[src/rtl/cdc_pkg.sv]
// Functional notes
// - bridge state chosen automatically, no command
// - charge, limit, slow, fast, then charge again
// - fast decay ends at charge or zero
// - forward gate patterns for charge/slow/fast
// - reverse gate patterns for charge/slow/fast
// - chop timing from oscillator ticks, except the stepper analog blank in system clocks
// - over-current ignored for four oscillator periods
// - over-current shutdown between four and five periods
// - stepper mode uses fixed analog blank
// - stepper mode forces digital blank to zero
// - digital blank only in brushed mode
// - digital blank counted in oscillator periods
// - brushed: blank after pwm/direction input change
// - brushed: blank at every charge start
// - brushed mode uses 37.5 percent mixed decay
// - brushed: first four ticks forced charge
// - over-current off until reset or standby
// - thermal shutdown off until reset or standby
`default_nettype none
package cdc_pkg;
    // register map (byte addresses)
    localparam logic [7:0] CDC_OFS_CTRL = 8'h00;
    localparam logic [7:0] CDC_OFS_STATUS = 8'h04;
    localparam logic [7:0] CDC_OFS_PERIOD = 8'h08;
    // control fields
    localparam int CDC_CTRL_EN_BIT = 0;
    localparam int CDC_CTRL_DC_BIT = 1;
    localparam int CDC_CTRL_STBY_BIT = 2;
    localparam logic [2:0] CDC_CTRL_RST = 3'h0;
    // status fields
    localparam int CDC_ST_STATE_LSB = 0;
    localparam int CDC_ST_THERM_BIT = 3;
    localparam int CDC_ST_OCP_BIT = 4;
    // chopping period in oscillator ticks
    localparam logic [7:0] CDC_PERIOD_RST = 8'h10;
    // timing counts in oscillator ticks
    localparam logic [7:0] CDC_FORCE_CHG_TICKS = 8'h04;
    localparam logic [3:0] CDC_OCP_MASK_TICKS = 4'h4;
    localparam logic [3:0] CDC_OCP_TRIP_TICKS = 4'h5;
    // fast share is 3/8 of the period
    localparam logic [1:0] CDC_FAST_NUM = 2'h3;
    localparam int CDC_FAST_SHIFT = 3;
    // analog blank in system clocks
    localparam int CDC_CLK_PS = 5000;
    localparam int CDC_BLANK_A_PS = 300000;
    localparam logic [7:0] CDC_BLANK_A_CYC = 8'((CDC_BLANK_A_PS + CDC_CLK_PS - 1) / CDC_CLK_PS);
    // gate vector order {hs1, hs2, ls1, ls2}
    localparam logic [3:0] CDC_G_FWD_CHG = 4'h9;
    localparam logic [3:0] CDC_G_REV_CHG = 4'h6;
    localparam logic [3:0] CDC_G_SLOW = 4'h3;
    localparam logic [3:0] CDC_G_FWD_FAST = 4'h6;
    localparam logic [3:0] CDC_G_REV_FAST = 4'h9;
    localparam logic [3:0] CDC_G_OFF = 4'h0;

    typedef enum logic [2:0] {
        CDC_OFF,
        CDC_CHARGE,
        CDC_SLOW,
        CDC_FAST,
        CDC_ZERO
    } cdc_state_t;
endpackage
`default_nettype wire

[src/rtl/cdc_osc_tick.sv]
`timescale 1ns/1ps
`default_nettype none
module cdc_osc_tick
    import cdc_pkg::*;
(
    // clock and reset
    input wire logic ref_clk_i,
    input wire logic rst_n_i,
    // oscillator level
    input wire logic osc_i,
    // one-cycle pulse per oscillator period
    output logic tick_o
);
    logic prev_q, prev_d;
    logic tick_q, tick_d;

    // rising edge of the oscillator becomes a single enable pulse
    always_comb begin
        prev_d = osc_i;
        tick_d = osc_i & ~prev_q;
    end

    always_ff @(posedge ref_clk_i) begin
        if (!rst_n_i) begin
            prev_q <= 1'b0;
            tick_q <= 1'b0;
        end else begin
            prev_q <= prev_d;
            tick_q <= tick_d;
        end
    end

    assign tick_o = tick_q;
endmodule
`default_nettype wire

[src/rtl/cdc_ocp_det.sv]
`timescale 1ns/1ps
`default_nettype none
module cdc_ocp_det
    import cdc_pkg::*;
(
    // clock and reset
    input wire logic ref_clk_i,
    input wire logic rst_n_i,
    // oscillator enable and detector input
    input wire logic tick_i,
    input wire logic oc_i,
    input wire logic clear_i,
    // latched trip
    output logic trip_o
);
    logic [3:0] cnt_q, cnt_d;
    logic trip_q, trip_d;

    // count oscillator ticks while over-current persists
    always_comb begin
        cnt_d = cnt_q;
        trip_d = trip_q;
        if (!oc_i) begin
            cnt_d = 4'h0;
        end else if (tick_i && cnt_q < CDC_OCP_TRIP_TICKS) begin
            cnt_d = cnt_q + 4'h1;
        end
        // fifth tick: at least four full periods have passed
        if (oc_i && tick_i && cnt_q == CDC_OCP_TRIP_TICKS - 4'h1) begin
            trip_d = 1'b1;
        end
        if (clear_i) begin
            trip_d = 1'b0;
            cnt_d = 4'h0;
        end
    end

    always_ff @(posedge ref_clk_i) begin
        if (!rst_n_i) begin
            cnt_q <= 4'h0;
            trip_q <= 1'b0;
        end else begin
            cnt_q <= cnt_d;
            trip_q <= trip_d;
        end
    end

    assign trip_o = trip_q;

    ////////////////////////////////////////////////////////////////////////
    chk_ocp_mask_hold: assert property (@(posedge ref_clk_i) disable iff (!rst_n_i)
        (!trip_q && cnt_q < CDC_OCP_MASK_TICKS) |=> !trip_q || $past(clear_i) == 1'b0 && cnt_q != 4'h0
        && $past(cnt_q) == CDC_OCP_TRIP_TICKS - 4'h1)
        else $error("over-current trip inside mask");
    chk_ocp_trip_cause: assert property (@(posedge ref_clk_i) disable iff (!rst_n_i)
        $rose(trip_q) |-> $past(oc_i) && $past(tick_i) && $past(cnt_q) == CDC_OCP_TRIP_TICKS - 4'h1)
        else $error("over-current trip without persistent cause");
    cov_ocp_trip: cover property (@(posedge ref_clk_i) disable iff (!rst_n_i) $rose(trip_q));
endmodule
`default_nettype wire

[src/rtl/cdc_chopper.sv]
// The register addresses and strobed register access are this design's own decisions.
`timescale 1ns/1ps
`default_nettype none
module cdc_chopper
    import cdc_pkg::*;
(
    // clock and reset
    input wire logic ref_clk_i,
    input wire logic rst_n_i,
    // register port
    input wire logic [7:0] reg_addr_i,
    input wire logic [31:0] reg_wdata_i,
    input wire logic reg_wr_i,
    input wire logic reg_rd_i,
    output logic [31:0] reg_rdata_o,
    // motor command inputs
    input wire logic dir_i,
    input wire logic pwm_i,
    // analog feedback
    input wire logic current_limit_reached_i,
    input wire logic zero_current_i,
    input wire logic overcurrent_detect_i,
    input wire logic thermal_shutdown_i,
    input wire logic chop_oscillator_i,
    // bridge gate enables
    output logic high_side_first_o,
    output logic high_side_second_o,
    output logic low_side_first_o,
    output logic low_side_second_o,
    // protection status
    output logic fault_o
);
    // gate pattern for a bridge state and current direction
    function automatic logic [3:0] gate_pattern(cdc_state_t st, logic rev);
        case (st)
            CDC_CHARGE: gate_pattern = rev ? CDC_G_REV_CHG : CDC_G_FWD_CHG;
            CDC_SLOW, CDC_ZERO: gate_pattern = CDC_G_SLOW;
            CDC_FAST: gate_pattern = rev ? CDC_G_REV_FAST : CDC_G_FWD_FAST;
            default: gate_pattern = CDC_G_OFF;
        endcase
    endfunction

    ////////////////////////////////////////////////////////////////////////
    // submodules
    logic osc_tick;
    logic ocp_trip;
    logic [2:0] ctrl_q, ctrl_d;

    cdc_osc_tick cdc_osc_tick_i (
        .ref_clk_i(ref_clk_i),
        .rst_n_i(rst_n_i),
        .osc_i(chop_oscillator_i),
        .tick_o(osc_tick)
    );

    cdc_ocp_det cdc_ocp_det_i (
        .ref_clk_i(ref_clk_i),
        .rst_n_i(rst_n_i),
        .tick_i(osc_tick),
        .oc_i(overcurrent_detect_i),
        .clear_i(ctrl_q[CDC_CTRL_STBY_BIT]),
        .trip_o(ocp_trip)
    );

    ////////////////////////////////////////////////////////////////////////
    // register port
    logic [7:0] period_q, period_d;
    logic [31:0] rdata_q, rdata_d;
    logic therm_q, therm_d;
    cdc_state_t state_q, state_d;

    always_comb begin
        ctrl_d = ctrl_q;
        period_d = period_q;
        rdata_d = 32'h0000_0000;
        if (reg_wr_i) begin
            case (reg_addr_i)
                CDC_OFS_CTRL: ctrl_d = reg_wdata_i[2:0];
                CDC_OFS_PERIOD: period_d = reg_wdata_i[7:0];
                default: ;
            endcase
        end
        if (reg_rd_i) begin
            case (reg_addr_i)
                CDC_OFS_CTRL: rdata_d = {29'h0, ctrl_q};
                CDC_OFS_STATUS: begin
                    rdata_d[CDC_ST_STATE_LSB +: 3] = state_q;
                    rdata_d[CDC_ST_THERM_BIT] = therm_q;
                    rdata_d[CDC_ST_OCP_BIT] = ocp_trip;
                end
                CDC_OFS_PERIOD: rdata_d = {24'h0, period_q};
                default: rdata_d = 32'h0000_0000;
            endcase
        end
    end

    always_ff @(posedge ref_clk_i) begin
        if (!rst_n_i) begin
            ctrl_q <= CDC_CTRL_RST;
            period_q <= CDC_PERIOD_RST;
            rdata_q <= 32'h0000_0000;
        end else begin
            ctrl_q <= ctrl_d;
            period_q <= period_d;
            rdata_q <= rdata_d;
        end
    end

    ////////////////////////////////////////////////////////////////////////
    // protection latches
    logic fault_q, fault_d;

    always_comb begin
        therm_d = therm_q | thermal_shutdown_i;
        if (ctrl_q[CDC_CTRL_STBY_BIT]) begin
            therm_d = 1'b0;
        end
        fault_d = therm_q | ocp_trip;
    end

    always_ff @(posedge ref_clk_i) begin
        if (!rst_n_i) begin
            therm_q <= 1'b0;
            fault_q <= 1'b0;
        end else begin
            therm_q <= therm_d;
            fault_q <= fault_d;
        end
    end

    ////////////////////////////////////////////////////////////////////////
    // chopping state machine
    logic [7:0] tick_cnt_q, tick_cnt_d;
    logic [7:0] blank_q, blank_d;
    logic pwm_q, pwm_d;
    logic dir_q, dir_d;
    logic dc_mode;
    logic run;
    logic period_end;
    logic in_change;
    logic limit_ok;
    logic [9:0] fast_len;
    logic [7:0] fast_start;
    logic late;

    always_comb begin
        dc_mode = ctrl_q[CDC_CTRL_DC_BIT];
        run = ctrl_q[CDC_CTRL_EN_BIT] & ~ctrl_q[CDC_CTRL_STBY_BIT] & ~fault_q;
        period_end = osc_tick && (tick_cnt_q == period_q - 8'h01);
        in_change = (pwm_i != pwm_q) || (dir_i != dir_q);
        // fast phase takes the last 3/8 of the period in brushed mode
        fast_len = ({2'h0, period_q} * {8'h0, CDC_FAST_NUM}) >> CDC_FAST_SHIFT;
        fast_start = dc_mode ? period_q - fast_len[7:0] : period_q - (period_q >> 2);
        late = tick_cnt_q >= fast_start;
        limit_ok = current_limit_reached_i && (blank_q == 8'h00);
        state_d = state_q;
        tick_cnt_d = tick_cnt_q;
        blank_d = blank_q;
        pwm_d = pwm_i;
        dir_d = dir_i;
        // blank count: oscillator ticks in brushed mode, clocks in stepper mode
        if (blank_q != 8'h00 && (!dc_mode || osc_tick)) begin
            blank_d = blank_q - 8'h01;
        end
        if (osc_tick) begin
            tick_cnt_d = period_end ? 8'h00 : tick_cnt_q + 8'h01;
        end
        if (!run) begin
            state_d = CDC_OFF;
            tick_cnt_d = 8'h00;
            blank_d = 8'h00;
        end else if (dc_mode && !pwm_i) begin
            // brushed mode with pwm low: short brake
            state_d = CDC_SLOW;
            tick_cnt_d = 8'h00;
            blank_d = in_change ? CDC_FORCE_CHG_TICKS : blank_q;
        end else if (state_q == CDC_OFF || period_end || in_change) begin
            // every period starts in charge, ending any fast phase
            state_d = CDC_CHARGE;
            tick_cnt_d = 8'h00;
            // brushed: digital blank; stepper: analog blank only
            blank_d = dc_mode ? CDC_FORCE_CHG_TICKS : CDC_BLANK_A_CYC;
        end else begin
            case (state_q)
                CDC_CHARGE: begin
                    if (limit_ok) begin
                        state_d = late ? CDC_FAST : CDC_SLOW;
                    end
                end
                CDC_SLOW: begin
                    if (late) begin
                        state_d = CDC_FAST;
                    end
                end
                CDC_FAST: begin
                    if (zero_current_i) begin
                        state_d = CDC_ZERO;
                    end
                end
                CDC_ZERO: state_d = CDC_ZERO;
                default: state_d = CDC_OFF;
            endcase
        end
    end

    always_ff @(posedge ref_clk_i) begin
        if (!rst_n_i) begin
            state_q <= CDC_OFF;
            tick_cnt_q <= 8'h00;
            blank_q <= 8'h00;
            pwm_q <= 1'b0;
            dir_q <= 1'b0;
        end else begin
            state_q <= state_d;
            tick_cnt_q <= tick_cnt_d;
            blank_q <= blank_d;
            pwm_q <= pwm_d;
            dir_q <= dir_d;
        end
    end

    ////////////////////////////////////////////////////////////////////////
    // gate drive with break-before-make
    logic [3:0] target;
    logic [3:0] gate_q, gate_d;

    always_comb begin
        target = gate_pattern(state_q, dir_q);
        // when a switch turns off, keep only common switches for one cycle before turning new ones on
        gate_d = (target == gate_q) ? gate_q : (gate_q & target);
        if (gate_d == gate_q) begin
            gate_d = target;
        end
        if (fault_q || fault_d) begin
            gate_d = CDC_G_OFF;
        end
    end

    always_ff @(posedge ref_clk_i) begin
        if (!rst_n_i) begin
            gate_q <= CDC_G_OFF;
        end else begin
            gate_q <= gate_d;
        end
    end

    assign high_side_first_o = gate_q[3];
    assign high_side_second_o = gate_q[2];
    assign low_side_first_o = gate_q[1];
    assign low_side_second_o = gate_q[0];
    assign fault_o = fault_q;
    assign reg_rdata_o = rdata_q;

    ////////////////////////////////////////////////////////////////////////
    // checks
    chk_leg_no_shoot: assert property (@(posedge ref_clk_i) disable iff (!rst_n_i)
        !(gate_q[3] && gate_q[1]) && !(gate_q[2] && gate_q[0])
        && !($past(gate_q[3]) && gate_q[1]) && !($past(gate_q[1]) && gate_q[3])
        && !($past(gate_q[2]) && gate_q[0]) && !($past(gate_q[0]) && gate_q[2]))
        else $error("high and low side of one leg overlap");
    chk_fwd_charge_gates: assert property (@(posedge ref_clk_i) disable iff (!rst_n_i)
        (state_q == CDC_CHARGE && !dir_q && !fault_q && !fault_d) [*2]
        |=> gate_q == CDC_G_FWD_CHG)
        else $error("forward charge pattern wrong");
    chk_rev_fast_gates: assert property (@(posedge ref_clk_i) disable iff (!rst_n_i)
        (state_q == CDC_FAST && dir_q && !fault_q && !fault_d) [*3]
        |-> gate_q == CDC_G_REV_FAST)
        else $error("reverse fast pattern wrong");
    chk_fault_gates_off: assert property (@(posedge ref_clk_i) disable iff (!rst_n_i)
        fault_q |-> gate_q == CDC_G_OFF)
        else $error("gates on during fault");
    chk_therm_latch_off: assert property (@(posedge ref_clk_i) disable iff (!rst_n_i)
        (thermal_shutdown_i && !ctrl_q[CDC_CTRL_STBY_BIT]) |-> ##2 fault_q ##1 gate_q == CDC_G_OFF)
        else $error("thermal event did not shut bridge");
    chk_fast_period_end: assert property (@(posedge ref_clk_i) disable iff (!rst_n_i)
        (state_q == CDC_FAST && period_end && run && !(dc_mode && !pwm_i))
        |=> state_q == CDC_CHARGE)
        else $error("fast decay outlived the period");
    chk_dc_forced_chg: assert property (@(posedge ref_clk_i) disable iff (!rst_n_i)
        (dc_mode && state_q == CDC_CHARGE && blank_q != 8'h00 && run && pwm_i && !period_end)
        |=> state_q == CDC_CHARGE || !run)
        else $error("brushed charge left during forced ticks");
    chk_step_blank_src: assert property (@(posedge ref_clk_i) disable iff (!rst_n_i)
        (!dc_mode && run && $changed(state_q) && state_q == CDC_CHARGE)
        |-> blank_q == CDC_BLANK_A_CYC)
        else $error("stepper charge not using analog blank");
    chk_slow_next: assert property (@(posedge ref_clk_i) disable iff (!rst_n_i)
        (state_q == CDC_SLOW && run && pwm_i) |=> state_q != CDC_ZERO)
        else $error("slow decay skipped to zero point");
    cov_fast_reached: cover property (@(posedge ref_clk_i) disable iff (!rst_n_i)
        state_q == CDC_SLOW ##1 state_q == CDC_FAST);
    cov_direct_fast: cover property (@(posedge ref_clk_i) disable iff (!rst_n_i)
        state_q == CDC_CHARGE ##1 state_q == CDC_FAST);
    cov_zero_point: cover property (@(posedge ref_clk_i) disable iff (!rst_n_i)
        state_q == CDC_ZERO);
endmodule
`default_nettype wire

[config.mk]
export PLATFORM = sky130hd
export DESIGN_NAME = cdc_chopper
export DESIGN_NICKNAME = d
export VERILOG_FILES = /design/src/rtl/cdc_pkg.sv /design/src/rtl/cdc_osc_tick.sv /design/src/rtl/cdc_ocp_det.sv /design/src/rtl/cdc_chopper.sv
export SDC_FILE = /design/constraint.sdc
export NUM_CORES = 1
export LEC_CHECK = 0
export BUFFER_PORTS_ARGS = -buffer_cell sky130_fd_sc_hd__buf_4
export CORE_ASPECT_RATIO = 0.5
export CORE_MARGIN = 2
export CORE_UTILIZATION = 59
export DETAILED_ROUTE_END_ITERATION = 6
export PLACE_DENSITY_LB_ADDON = 0.12
export RECOVER_POWER = 50
export SYNTH_ARGS = -nofsm -noshare
export SYNTH_HDL_FRONTEND = slang
export SYNTH_SLANG_ARGS = --single-unit
[constraint.sdc]
create_clock -name ref_clk_i -period 9.61 [get_ports ref_clk_i]
set_input_delay 0.961 -clock ref_clk_i [delete_from_list [all_inputs] [get_ports ref_clk_i]]
set_output_delay 0.961 -clock ref_clk_i [all_outputs]
set_load 0.01 [all_outputs]
==> results of run 1 <==
-- layout make-up --
type | instances | area, µm²
multi-input combinational | 339 | 2460
fill | 512 | 2010
sequential | 53 | 1060
timing repair buffer | 40 | 248
clock buffer | 5 | 125
tap | 88 | 110
inverter | 22 | 82.6
clock inverter | 1 | 5.00
-- per-layer routing --
layer  up-vias  global-route usage (%)
met5         -                       0
met4         0                    7.23
met3        11                    5.19
met2        91                    37.9
met1      1399                    30.1
li1       1499                       -
-- sequential cells by signal, indices dropped and copies added, names as in the netlist, 3 cells and up --
name / count
blank_q: 8
cdc_ocp_det_i.cnt_q: 4
ctrl_q: 3
gate_q: 4
period_q: 8
reg_rdata_o: 8
state_q: 3
tick_cnt_q: 8
-- cells in the mapped netlist, types with 2 or more instances --
cell type and count:
a211oi_1 5, a21boi_0 2, a21o_1 9, a21oi_1 16
a22oi_1 2, a31o_2 3, a31oi_1 5, a41oi_1 3
and2_1 3, and3_1 5, buf_1 3, buf_4 24
buf_6 2, clkbuf_1 7, dfxtp_1 53, ha_1 43
inv_1 22, mux2i_1 21, nand2_1 21, nand2b_1 9
nand3_1 9, nand3b_1 3, nand4_1 4, nor2_1 39
nor2b_1 20, nor3_1 11, nor3b_1 2, nor4bb_1 2
o21a_1 3, o21ai_0 12, o221a_2 2, xnor2_1 22
xor2_1 19
-- power groups by stage --
stage | clock (mW) | sequential (mW) | combinational [mW]
after detailed placement | 0 | 0.229 | 0.0244
after global placement | 0 | 0.228 | 0.0239
after floorplan | 0 | 0.227 | 0.0214
after global routing | 0.184 | 0.224 | 0.0271
final | 0.169 | 0.224 | 0.0245
after CTS | 0.175 | 0.223 | 0.0246
-- worst max-delay path: stages (launching register included) --
cell and delay, ns:
dfxtp_1 0.56, inv_1 0.16, ha_1 0.30, a21o_1 0.20, a21o_1 0.20, a21oi_1 0.27
inv_1 0.08, a21oi_1 0.18, xnor2_1 0.13, mux2i_1 0.11, ha_1 0.35, a21boi_0 0.14
o21a_1 0.18, nor2_1 0.18, o21ai_0 0.15, xor2_1 0.16, ha_1 0.20, a2111oi_0 0.41
nor4_1 0.11, o311a_1 0.29
-- metrics by stage --
stage | cells | cell area [µm²] | setup slack (ns)
floorplan | 451 | 3850 | 5.78
global placement | 542 | 4020 | 5.33
detailed placement | 542 | 4020 | 5.29
CTS | 548 | 4150 | 5.25
global route | 548 | 4100 | 4.93
finish | 548 | 4100 | 5.15
-- placed cells by master (no fill, tap or decap), types with 2 or more instances in the layout --
cell	count
a211oi_1	5
a21boi_0	2
a21o_1	9
a21oi_1	16
a22oi_1	2
a31o_2	3
a31oi_1	5
a41oi_1	3
and2_0	2
and3_1	5
buf_4	25
clkbuf_1	14
clkbuf_16	5
conb_1	24
dfxtp_1	53
ha_1	43
inv_1	22
mux2i_1	21
nand2_1	21
nand2b_1	9
nand3_1	9
nand3b_1	3
nand4_1	4
nor2_1	39
nor2b_1	20
nor3_1	11
nor3b_1	2
nor4bb_1	2
o21a_1	3
o21ai_0	12
o221a_2	2
xnor2_1	22
xor2_1	19
-- worst min path at each step --
| stage | endpoint | slack, ns | cells past startpoint |
|---|---|---|---|
| after floorplan | cdc_osc_tick_i.tick_o | 0.37 | 1 |
| after global placement | cdc_osc_tick_i.tick_o | 0.37 | 1 |
| after detailed placement | cdc_osc_tick_i.tick_o | 0.38 | 1 |
| after CTS | cdc_osc_tick_i.tick_o | 0.39 | 1 |
| after global routing | cdc_osc_tick_i.tick_o | 0.40 | 1 |
| final | cdc_osc_tick_i.tick_o | 0.39 | 1 |
-- kinds of logic after synthesis --
group           count (synthesis)
buf+inv                        59
flops                          53
other cells                     1
simple gates                  138
mux                            21
compound gates                 71
fa+ha+maj                      44
xor+xnor                       41
==> metrics.cfg, run 1 <==
[outcome]
outcome = finished clean

[yosys]
ys_types = 55
synth_fa_ha_area_share_pct = 14.8
ys_seq_area_share_pct = 28.2
syn_avg_cell_area_um2 = 8.80
yosys.area_share.simple_pct = 19.6
synth.top_cell.area_share_pct = 28.2
ys.flop_type = dfxtp_1
netlist_area_um2 = 3770
synth_edf_count = 0
synthCells = 428
synth-seq-cells = 53
synth.mux.area_fraction_pct = 5.58
async_flop_share_pct = 0
ys_warn_count = 0
synth.area.top_cells = dfxtp_1 (28%), ha_1 (14%), mux2i_1 (5.6%)
synth_xor_area_share_pct = 9.53
synth_largest_area_cell = dfxtp_1
synth_compound_area_share_pct = 13.5
synth_top_family_by_area = simple AND/OR/NAND/NOR gates

[floorplan]
core-area_um2 = 6110
die_y_um = 60.5
ioPinCount = 88
start_util_pct = 61.7
dieArea_um2 = 7080
die_width_um = 117
rows = 20

[clock_tree]
hold_buffers = 0
clock_sinks = 53
clock-root-buffer = clkbuf_16
cts_buffers = 5
cts_resized = 0
clk_pin_slew_worst_paths_ns = 0.06
post_cts_buffers = 0
clock_path_buffers = 2
clock_latency_ns = 0.29
cts_tree = done
h-tree-depth = 2

[pwr]
p_comb_share_pct = 5.9
p_total_uw = 417
p_switching_uw = 91.2
leakage_nw = 1.79
p_int_uw = 326
switching_share_pct = 21.9
seqPwrFrac_pct = 53.6
powerDensity_nw_per_um2 = 102
clock_power_share_pct = 40.5
irDropWorstVdd_uv = 70.9

[detailed_routing]
first_pass_iters = 4
antenna_left = 0
drt-total-wl_um = 7880
drt-initial-drc-count = 187
post_drt_wl_per_cell_um = 14.4
vias = 3000
wl_met3_um = 459
highest-signal-layer = met4
vias_per_cell = 5.47
wl_met2_um = 3550
met1_length_um = 3780
drc = 0

[finish]
n_antenna_cell = 0
nets = 556
syn_to_final_growth_pct = 8.74
drive_above_1_share_pct = 9.35
final_core_util_pct = 67.1

[critical_path]
arrival_ns = 4.65
endpoint_kind = register
criticalPathCategory = register to register
r2r_slack_ns = 5.15
reg2reg_depth = 19
crit_end = state_q[0]
critPathLaunch = period_q[2]
rr_endpoint = state_q[0]
required_ns = 9.80
cp_max_fo = 7
cp-start-kind = register
timing.rr.start = period_q[2]

[sta]
finalCritPeriodShare_pct = 46.4
tightest_slew_ns = 0.758
setup_tns_ns = 0
finalSetupViolCount = 0
relSlewSlack_pct = 49.5
rsz0062_at_grt = no
fin_skew_ns = 0.00697
period_minus_slack_ns = 4.46
slew_violations = 0
hold_viol_final = 0
clock.fmax_ghz = 0.224
whs_ns = 0.385

[placed_design]
globalplace.congestion = 0.882
port-buffer-count = 39
dp_hpwl_um = 6090

[global_route]
grt_pass1_wl_um = 12400
grt_overflow = 0
grt_pass1_vias = 2683
grt_usage_pct = 22.8
antenna_found_initial = 0
grt_max_degree = 23

[hold_path]
hold_path_class = register to register
hold_path.startpoint = cdc_osc_tick_i.prev_q

[flow_run]
maxCapViolCount = 0

Power figures use the tool's default switching activity.
==> run 2, diff against run 1 <==
--- a/config.mk
+++ b/config.mk
@@ -8,7 +8,7 @@
 export BUFFER_PORTS_ARGS = -buffer_cell sky130_fd_sc_hd__buf_4
 export CORE_ASPECT_RATIO = 0.5
 export CORE_MARGIN = 2
-export CORE_UTILIZATION = 59
+export CORE_UTILIZATION = 49
 export DETAILED_ROUTE_END_ITERATION = 6
 export PLACE_DENSITY_LB_ADDON = 0.12
 export RECOVER_POWER = 50
==> constraint.sdc (replaced) <==
create_clock -name ref_clk_i -period 3.61 [get_ports ref_clk_i]
set_input_delay 0.361 -clock ref_clk_i [delete_from_list [all_inputs] [get_ports ref_clk_i]]
set_output_delay 0.361 -clock ref_clk_i [all_outputs]
set_load 0.01 [all_outputs]
==> run 2 against run 1 <==
  * The run now ends with setup timing left
  * Sequential power rose to 2.6 times the previous value
  * Count of clock-buffer cells in the layout increased by 1
  * Non-clock buffer count grew 22
  * Die area grew 19%
  * Clock skew grew 0.0015 ns
  * Final cell count up 5.8%
  * Clock power increased to 2.9 times the previous value
  * Combinational power grew to 2.7 times the previous value
  * Critical endpoint unchanged
==> metrics.cfg, run 2 (synthesized netlist as in run 1, its figures left out) <==
[pwr]
p_total_mw = 1.14  ; was 417 µW
seqPwrFrac_pct = 51.8  ; was 53.6%
clock_power_share_pct = 42.4  ; was 40.5%
powerDensity_nw_per_um2 = 263  ; was 102 nW/µm²
p_switching_uw = 268  ; was 91.2 µW
p_comb_share_pct = 5.8  ; was 5.9%
switching_share_pct = 23.4  ; was 21.9%
leakage_nw = 1.92  ; was 1.79 nW
p_int_uw = 877  ; was 326 µW
irDropWorstVdd_uv = 187  ; was 70.9 µV

[finish]
nets = 578  ; was 556
syn_to_final_growth_pct = 15.7  ; was 8.74%
mostFrequentLayoutCell = dfxtp_1  ; unchanged
drive_above_1_share_pct = 16.7  ; was 9.35%
n_antenna_cell = 0  ; unchanged
final_cell_mix = dfxtp_1 (51), buf_4 (47), ha_1 (40)  ; was dfxtp_1 (53), ha_1 (43), nor2_1 (39)
fin_cells = 580  ; was 548
final_core_util_pct = 59.1  ; was 67.1%

[global_route]
globalRouteMet2Util_pct = 35.2  ; was 37.9%
grt_overflow = 0  ; unchanged
gr-usage-met3_pct = 4.53  ; was 5.19%
grtUsageMet1_pct = 27.2  ; was 30.1%
grt_max_degree = 23  ; unchanged
grt_pass1_wl_um = 13700  ; was 12400 µm
grt_pass1_vias = 2911  ; was 2683
grt_usage_pct = 20.6  ; was 22.8%
antenna_found_initial = 0  ; unchanged
grt-busiest-layer = met2  ; unchanged

[floorplan]
rows = 22  ; was 20
ioPinCount = 88  ; unchanged
dieArea_um2 = 8450  ; was 7080 µm²
core-area_um2 = 7380  ; was 6110 µm²
start_util_pct = 51.1  ; was 61.7%
die_y_um = 66.0  ; was 60.5 µm
die_width_um = 128  ; was 117 µm

[flow_run]
maxCapViolCount = 0  ; unchanged

[detailed_routing]
antenna_left = 0  ; unchanged
drc = 0  ; unchanged
vias = 3035  ; was 3000
drt-initial-drc-count = 151  ; was 187
first_pass_iters = 4  ; unchanged
vias_per_cell = 5.23  ; was 5.47
post_drt_wl_per_cell_um = 14.4  ; about the same
drt-total-wl_um = 8340  ; was 7880 µm

[sta]
finalCritPeriodShare_pct = 104  ; was 46.4%
period_minus_slack_ns = 3.75  ; was 4.46 ns
fin_skew_ns = 0.00849  ; was 0.00697 ns
hold_viol_final = 0  ; unchanged
tightest_slew_ns = 0.794  ; was 0.758 ns
relSlewSlack_pct = 47.0  ; was 49.5%
setup_tns_ns = -0.143  ; was 0 ns
finalSetupViolCount = 1  ; was 0
rsz0062_at_grt = yes  ; was no
fin_ws_ns = -0.143  ; was 5.15 ns
clock.fmax_ghz = 0.266  ; was 0.224 GHz
whs_ns = 0.279  ; was 0.385 ns
slew_violations = 0  ; unchanged

[outcome]
outcome = complete, but fails checks  ; was finished clean
violations = setup timing

[critical_path]
required_ns = 3.80  ; was 9.80 ns
endpoint_kind = register  ; unchanged
r2r_slack_ns = -0.14  ; was 5.15 ns
cp_slowest_cell = a2111oi_4  ; was dfxtp_1
max_stage_delay_ns = 0.40  ; was 0.56 ns
path_cells = inv_2 > ha_1 > a21o_1 > a21o_1 > xor2_1 > nand2_1 > o21ai_1 > inv_1 > ha_1 > nor2b_1 > o21ai_2 > nand2_1 > xnor2_1 > ha_1 > a211oi_1 > o21bai_1 > a2111oi_4 > nor4_2 > o311a_1  ; was inv_1 > ha_1 > a21o_1 > a21o_1 > a21oi_1 > inv_1 > a21oi_1 > xnor2_1 > mux2i_1 > ha_1 > a21boi_0 > o21a_1 > nor2_1 > o21ai_0 > xor2_1 > ha_1 > a2111oi_0 > nor4_1 > o311a_1
cp_max_fo = 4  ; was 7
criticalPathCategory = register to register  ; unchanged
cp-start-kind = register  ; unchanged
cp_common_cell = ha_1  ; unchanged
crit_buf_inv = 2  ; unchanged
arrival_ns = 3.94  ; was 4.65 ns
cp_top_family = compound AO/OA/AOI/OAI gates  ; unchanged

[placed_design]
dp_hpwl_um = 6590  ; was 6090 µm
port-buffer-count = 39  ; unchanged
globalplace.congestion = 0.867  ; was 0.882
dpl.cell_count = 572  ; was 542

[clock_tree]
clk_pin_slew_worst_paths_ns = 0.07  ; was 0.06 ns
cts_tree = done  ; unchanged
cts_buffers = 5  ; unchanged
clock_latency_ns = 0.30  ; was 0.29 ns
clock-root-buffer = clkbuf_16  ; unchanged
clock_path_buffers = 2  ; unchanged
hold_buffers = 0  ; unchanged
clock_sinks = 53  ; unchanged
h-tree-depth = 2  ; unchanged

[hold_path]
hold_path_class = input pin to register  ; was register to register

==> run 2: cell types whose count changed in the layout (fill, tap and decap cells not counted), moves of 2 or more <==
cell | before | now
buf_4 | 25 | 47
o21ai_0 | 12 | 8
a21oi_1 | 16 | 13
a21oi_2 | 0 | 3
ha_1 | 43 | 40
o21ai_1 | 0 | 3
dfxtp_1 | 53 | 51
dfxtp_4 | 0 | 2
ha_2 | 0 | 2
nor2_1 | 39 | 37
nor2_2 | 0 | 2
==> run 2: timing repair <==
action / 4_1_cts / 5_1_grt
endpoints found under the setup margin: 1 / 1
resized for setup: 7 / 5
pin swaps: 12 / 3
buffers inserted: 0 / 0
==> run 2: final cells by class <==
| class | count | area (µm²) |
|---|---|---|
| clock buffer | 6 | 129 |
| clock inverter | 2 | 13.8 |
| fill | 658 | 3020 |
| inverter | 22 | 82.6 |
| multi-input combinational | 339 | 2530 |
| sequential | 53 | 1070 |
| tap | 96 | 120 |
| timing repair buffer | 62 | 413 |
==> run 2: worst paths after layout <==
path,from,depth (start not counted),endpoint
max reg2reg,period_q[1],19,state_q[0]
min,thermal_shutdown_i,3,therm_q
min reg2reg,cdc_osc_tick_i.prev_q,1,cdc_osc_tick_i.tick_o
max,period_q[1],19,state_q[0]
==> run 2: stage by stage <==
step	instance area, µm²	setup slack (ns)
2_1_floorplan	3880	0.0165
3_3_place_gp	4220	-0.137
3_5_place_dp	4220	-0.255
4_1_cts	4400	-0.143
5_1_grt	4360	-0.340
6_report	4360	-0.143
==> run 2: routing by layer <==
| metal | vias to the layer above | part of all wire [%] |
|---|---|---|
| met1 | 1408 | 49 |
| met5 | - | 0 |
| met3 | 9 | 5.5 |
| li1 | 1534 | - |
| met4 | 0 | 0.84 |
| met2 | 84 | 45 |
==> run 2: power groups by stage <==
stage | logic (mW) | clock network [mW] | registers, mW
final | 0.0663 | 0.485 | 0.593
after global routing | 0.0731 | 0.518 | 0.594
after CTS | 0.0666 | 0.494 | 0.593
after detailed placement | 0.0663 | 0 | 0.607
after global placement | 0.0646 | 0 | 0.607
after floorplan | 0.0571 | 0 | 0.605
==> run 2: worst reg2reg max path, cell delays in order, from the launching register on <==
cell and delay [ns]:
dfxtp_4 0.37, inv_2 0.04, ha_1 0.27, a21o_1 0.17, a21o_1 0.18, xor2_1 0.14, nand2_1 0.07, o21ai_1 0.11
inv_1 0.06, ha_1 0.28, nor2b_1 0.15, o21ai_2 0.17, nand2_1 0.09, xnor2_1 0.13, ha_1 0.19, a211oi_1 0.26
o21bai_1 0.18, a2111oi_4 0.41, nor4_2 0.08, o311a_1 0.29
==> run 3, diff against run 2 <==
--- a/config.mk
+++ b/config.mk
@@ -5,11 +5,12 @@
 export SDC_FILE = /design/constraint.sdc
 export NUM_CORES = 1
 export LEC_CHECK = 0
-export BUFFER_PORTS_ARGS = -buffer_cell sky130_fd_sc_hd__buf_4
 export CORE_ASPECT_RATIO = 0.5
 export CORE_MARGIN = 2
-export CORE_UTILIZATION = 49
+export CORE_UTILIZATION = 58
+export CTS_BUF_LIST = sky130_fd_sc_hd__clkbuf_16
 export DETAILED_ROUTE_END_ITERATION = 6
+export DONT_BUFFER_PORTS = 1
 export PLACE_DENSITY_LB_ADDON = 0.12
 export RECOVER_POWER = 50
 export SYNTH_ARGS = -nofsm -noshare
==> run 3 against run 2 <==
  * The run still ends with setup timing left
  * Largest power group unchanged
  * Total power decreased by 2.1%
  * Non-clock buffer count down 40
  * Clock power up 0.8%
  * Utilization grew 7.8 points
  * Final cell count shrank 8.3%
==> metrics.cfg, run 3 (synthesized netlist as in run 1, its figures left out) <==
[finish]
seq_area_um2 = 1070  ; unchanged
drive_above_1_share_pct = 13.5  ; was 16.7%
final_cell_mix = dfxtp_1 (51), ha_1 (38), nor2_1 (37)  ; was dfxtp_1 (51), buf_4 (47), ha_1 (40)
fin_cells = 532  ; was 580
fillers = 507  ; was 658
nets = 538  ; was 578
mostFrequentLayoutCell = dfxtp_1  ; unchanged
final_core_util_pct = 66.8  ; was 59.1%
n_antenna_cell = 0  ; unchanged
multi_input_area_um2 = 2550  ; was 2530 µm²
syn_to_final_growth_pct = 9.67  ; was 15.7%

[floorplan]
core-area_um2 = 6180  ; was 7380 µm²
rows = 20  ; was 22
ioPinCount = 88  ; unchanged
die_y_um = 61.0  ; was 66.0 µm
dieArea_um2 = 7190  ; was 8450 µm²
start_util_pct = 60.9  ; was 51.1%
die_width_um = 118  ; was 128 µm

[global_route]
grt_overflow = 0  ; unchanged
grt_max_degree = 23  ; unchanged
grtUsageMet1_pct = 29.9  ; was 27.2%
grt_usage_pct = 23.6  ; was 20.6%
grt_pass1_vias = 2876  ; was 2911
globalRouteMet2Util_pct = 42.3  ; was 35.2%
grt-busiest-layer = met2  ; unchanged
grt_pass1_wl_um = 13300  ; was 13700 µm
antenna_found_initial = 0  ; unchanged
gr-usage-met3_pct = 5.36  ; was 4.53%

[sta]
relSlewSlack_pct = 49.2  ; was 47.0%
rsz0062_at_grt = yes  ; unchanged
fin_ws_ns = -0.0580  ; was -0.143 ns
whs_ns = 0.144  ; was 0.279 ns
tightest_slew_ns = 0.756  ; was 0.794 ns
clock.fmax_ghz = 0.273  ; was 0.266 GHz
finalSetupViolCount = 1  ; unchanged
hold_viol_final = 0  ; unchanged
fin_skew_ns = 0.00613  ; was 0.00849 ns
finalCritPeriodShare_pct = 102  ; was 104%
period_minus_slack_ns = 3.67  ; was 3.75 ns
slew_violations = 0  ; unchanged

[detailed_routing]
drt-total-wl_um = 8080  ; was 8340 µm
drc = 0  ; unchanged
first_pass_iters = 4  ; unchanged
antenna_left = 0  ; unchanged
vias = 2932  ; was 3035
vias_per_cell = 5.51  ; was 5.23
drt-initial-drc-count = 180  ; was 151
post_drt_wl_per_cell_um = 15.2  ; was 14.4 µm

[critical_path]
cp-start-kind = register  ; unchanged
critPathLaunch = period_q[1]  ; unchanged
reg2reg_depth = 18  ; was 19
timing.rr.start = period_q[1]  ; unchanged
cp_max_fo = 4  ; unchanged
endpoint_kind = register  ; unchanged
criticalPathCategory = register to register  ; unchanged
required_ns = 3.80  ; about the same
arrival_ns = 3.86  ; was 3.94 ns

[pwr]
leakage_nw = 1.79  ; was 1.92 nW
p_total_mw = 1.12  ; was 1.14 mW
irDropWorstVdd_uv = 217  ; was 187 µV
powerDensity_nw_per_um2 = 271  ; was 263 nW/µm²

[clock_tree]
clock-root-buffer = clkbuf_16  ; unchanged
clock_latency_ns = 0.30  ; about the same
clock_path_buffers = 2  ; unchanged
cts_buffers = 5  ; unchanged
clock_sinks = 53  ; unchanged
clk_pin_slew_worst_paths_ns = 0.07  ; about the same
h-tree-depth = 2  ; unchanged
cts_tree = done  ; unchanged
hold_buffers = 0  ; unchanged

[hold_path]
hold_path_class = input pin to register  ; unchanged
hold_depth = 1  ; was 3
hold_path.startpoint = rst_n_i  ; was thermal_shutdown_i

[flow_run]
maxCapViolCount = 0  ; unchanged

[placed_design]
port-buffer-count = 0  ; was 39
dp_hpwl_um = 6350  ; was 6590 µm
dpl.cell_count = 523  ; was 572
globalplace.congestion = 0.814  ; was 0.867

[outcome]
outcome = complete, but fails checks  ; unchanged
violations = setup timing  ; unchanged

==> run 3: changes by cell type in the layout (fill, tap and decap cells not counted), sizes merged <==
cell      delta
inv          +1
clkinv       +1
buf         -25
clkinvlp     -1
clkbuf      -16
==> run 3: critical path, cell delays in order (launching register included) <==
cell       delay (ns)
dfxtp_4          0.37
buf_6            0.12
ha_2             0.17
a21o_1           0.16
a21o_1           0.18
a21oi_2          0.18
inv_1            0.07
a21oi_2          0.13
xnor2_1          0.13
mux2i_1          0.10
ha_1             0.32
a21boi_2         0.17
o21a_1           0.18
nor2_2           0.12
xor2_1           0.18
ha_1             0.29
a2111oi_4        0.32
nor4_2           0.10
o311a_1          0.29
==> run 3: path summary, 6_finish.rpt <==
kind / end / slack [ns]
setup / recovery: state_q[0] / -0.06
hold reg to reg: cdc_osc_tick_i.tick_o / 0.39
setup reg to reg: state_q[0] / -0.06
hold / removal: period_q[4] / 0.14
==> run 3: cell type report <==
type	instances	share of cell area, %
clock buffer	5	3.03
clock inverter	3	0.485
tap	88	2.67
multi-input combinational	339	61.7
sequential	53	25.9
timing repair buffer	22	4.18
inverter	22	2.06
==> run 3: where the power goes <==
group	internal [mW]	total (mW)	leakage, nW	switching [mW]
clock network	0.259	0.489	0.0745	0.230
logic	0.0142	0.0377	1.28	0.0235
registers	0.587	0.593	0.430	0.00639
==> run 3: what timing repair did <==
item | in CTS | in global routing
gates resized for setup | 18 | 4
setup endpoints to repair | 1 | 1
gates cloned | 0 | 0
pin swaps | 20 | 2
setup buffers | 1 | 0
==> run 3: stage by stage <==
stage / TNS [ns] / setup WS [ns] / cell area (µm²)
2_1_floorplan: 0 / 0.0165 / 3880
6_report: -0.0580 / -0.0580 / 4130
4_1_cts: -0.0602 / -0.0602 / 4120
5_1_grt: -0.277 / -0.277 / 4130
3_5_place_dp: -0.235 / -0.235 / 3900
3_3_place_gp: -0.135 / -0.135 / 3900
==> run 3: layer usage <==
metal | vias up | wire length, µm
li1 | 1458 | -
met1 | 1376 | 3720
met2 | 87 | 3700
met3 | 11 | 572
met4 | 0 | 86
met5 | - | 0
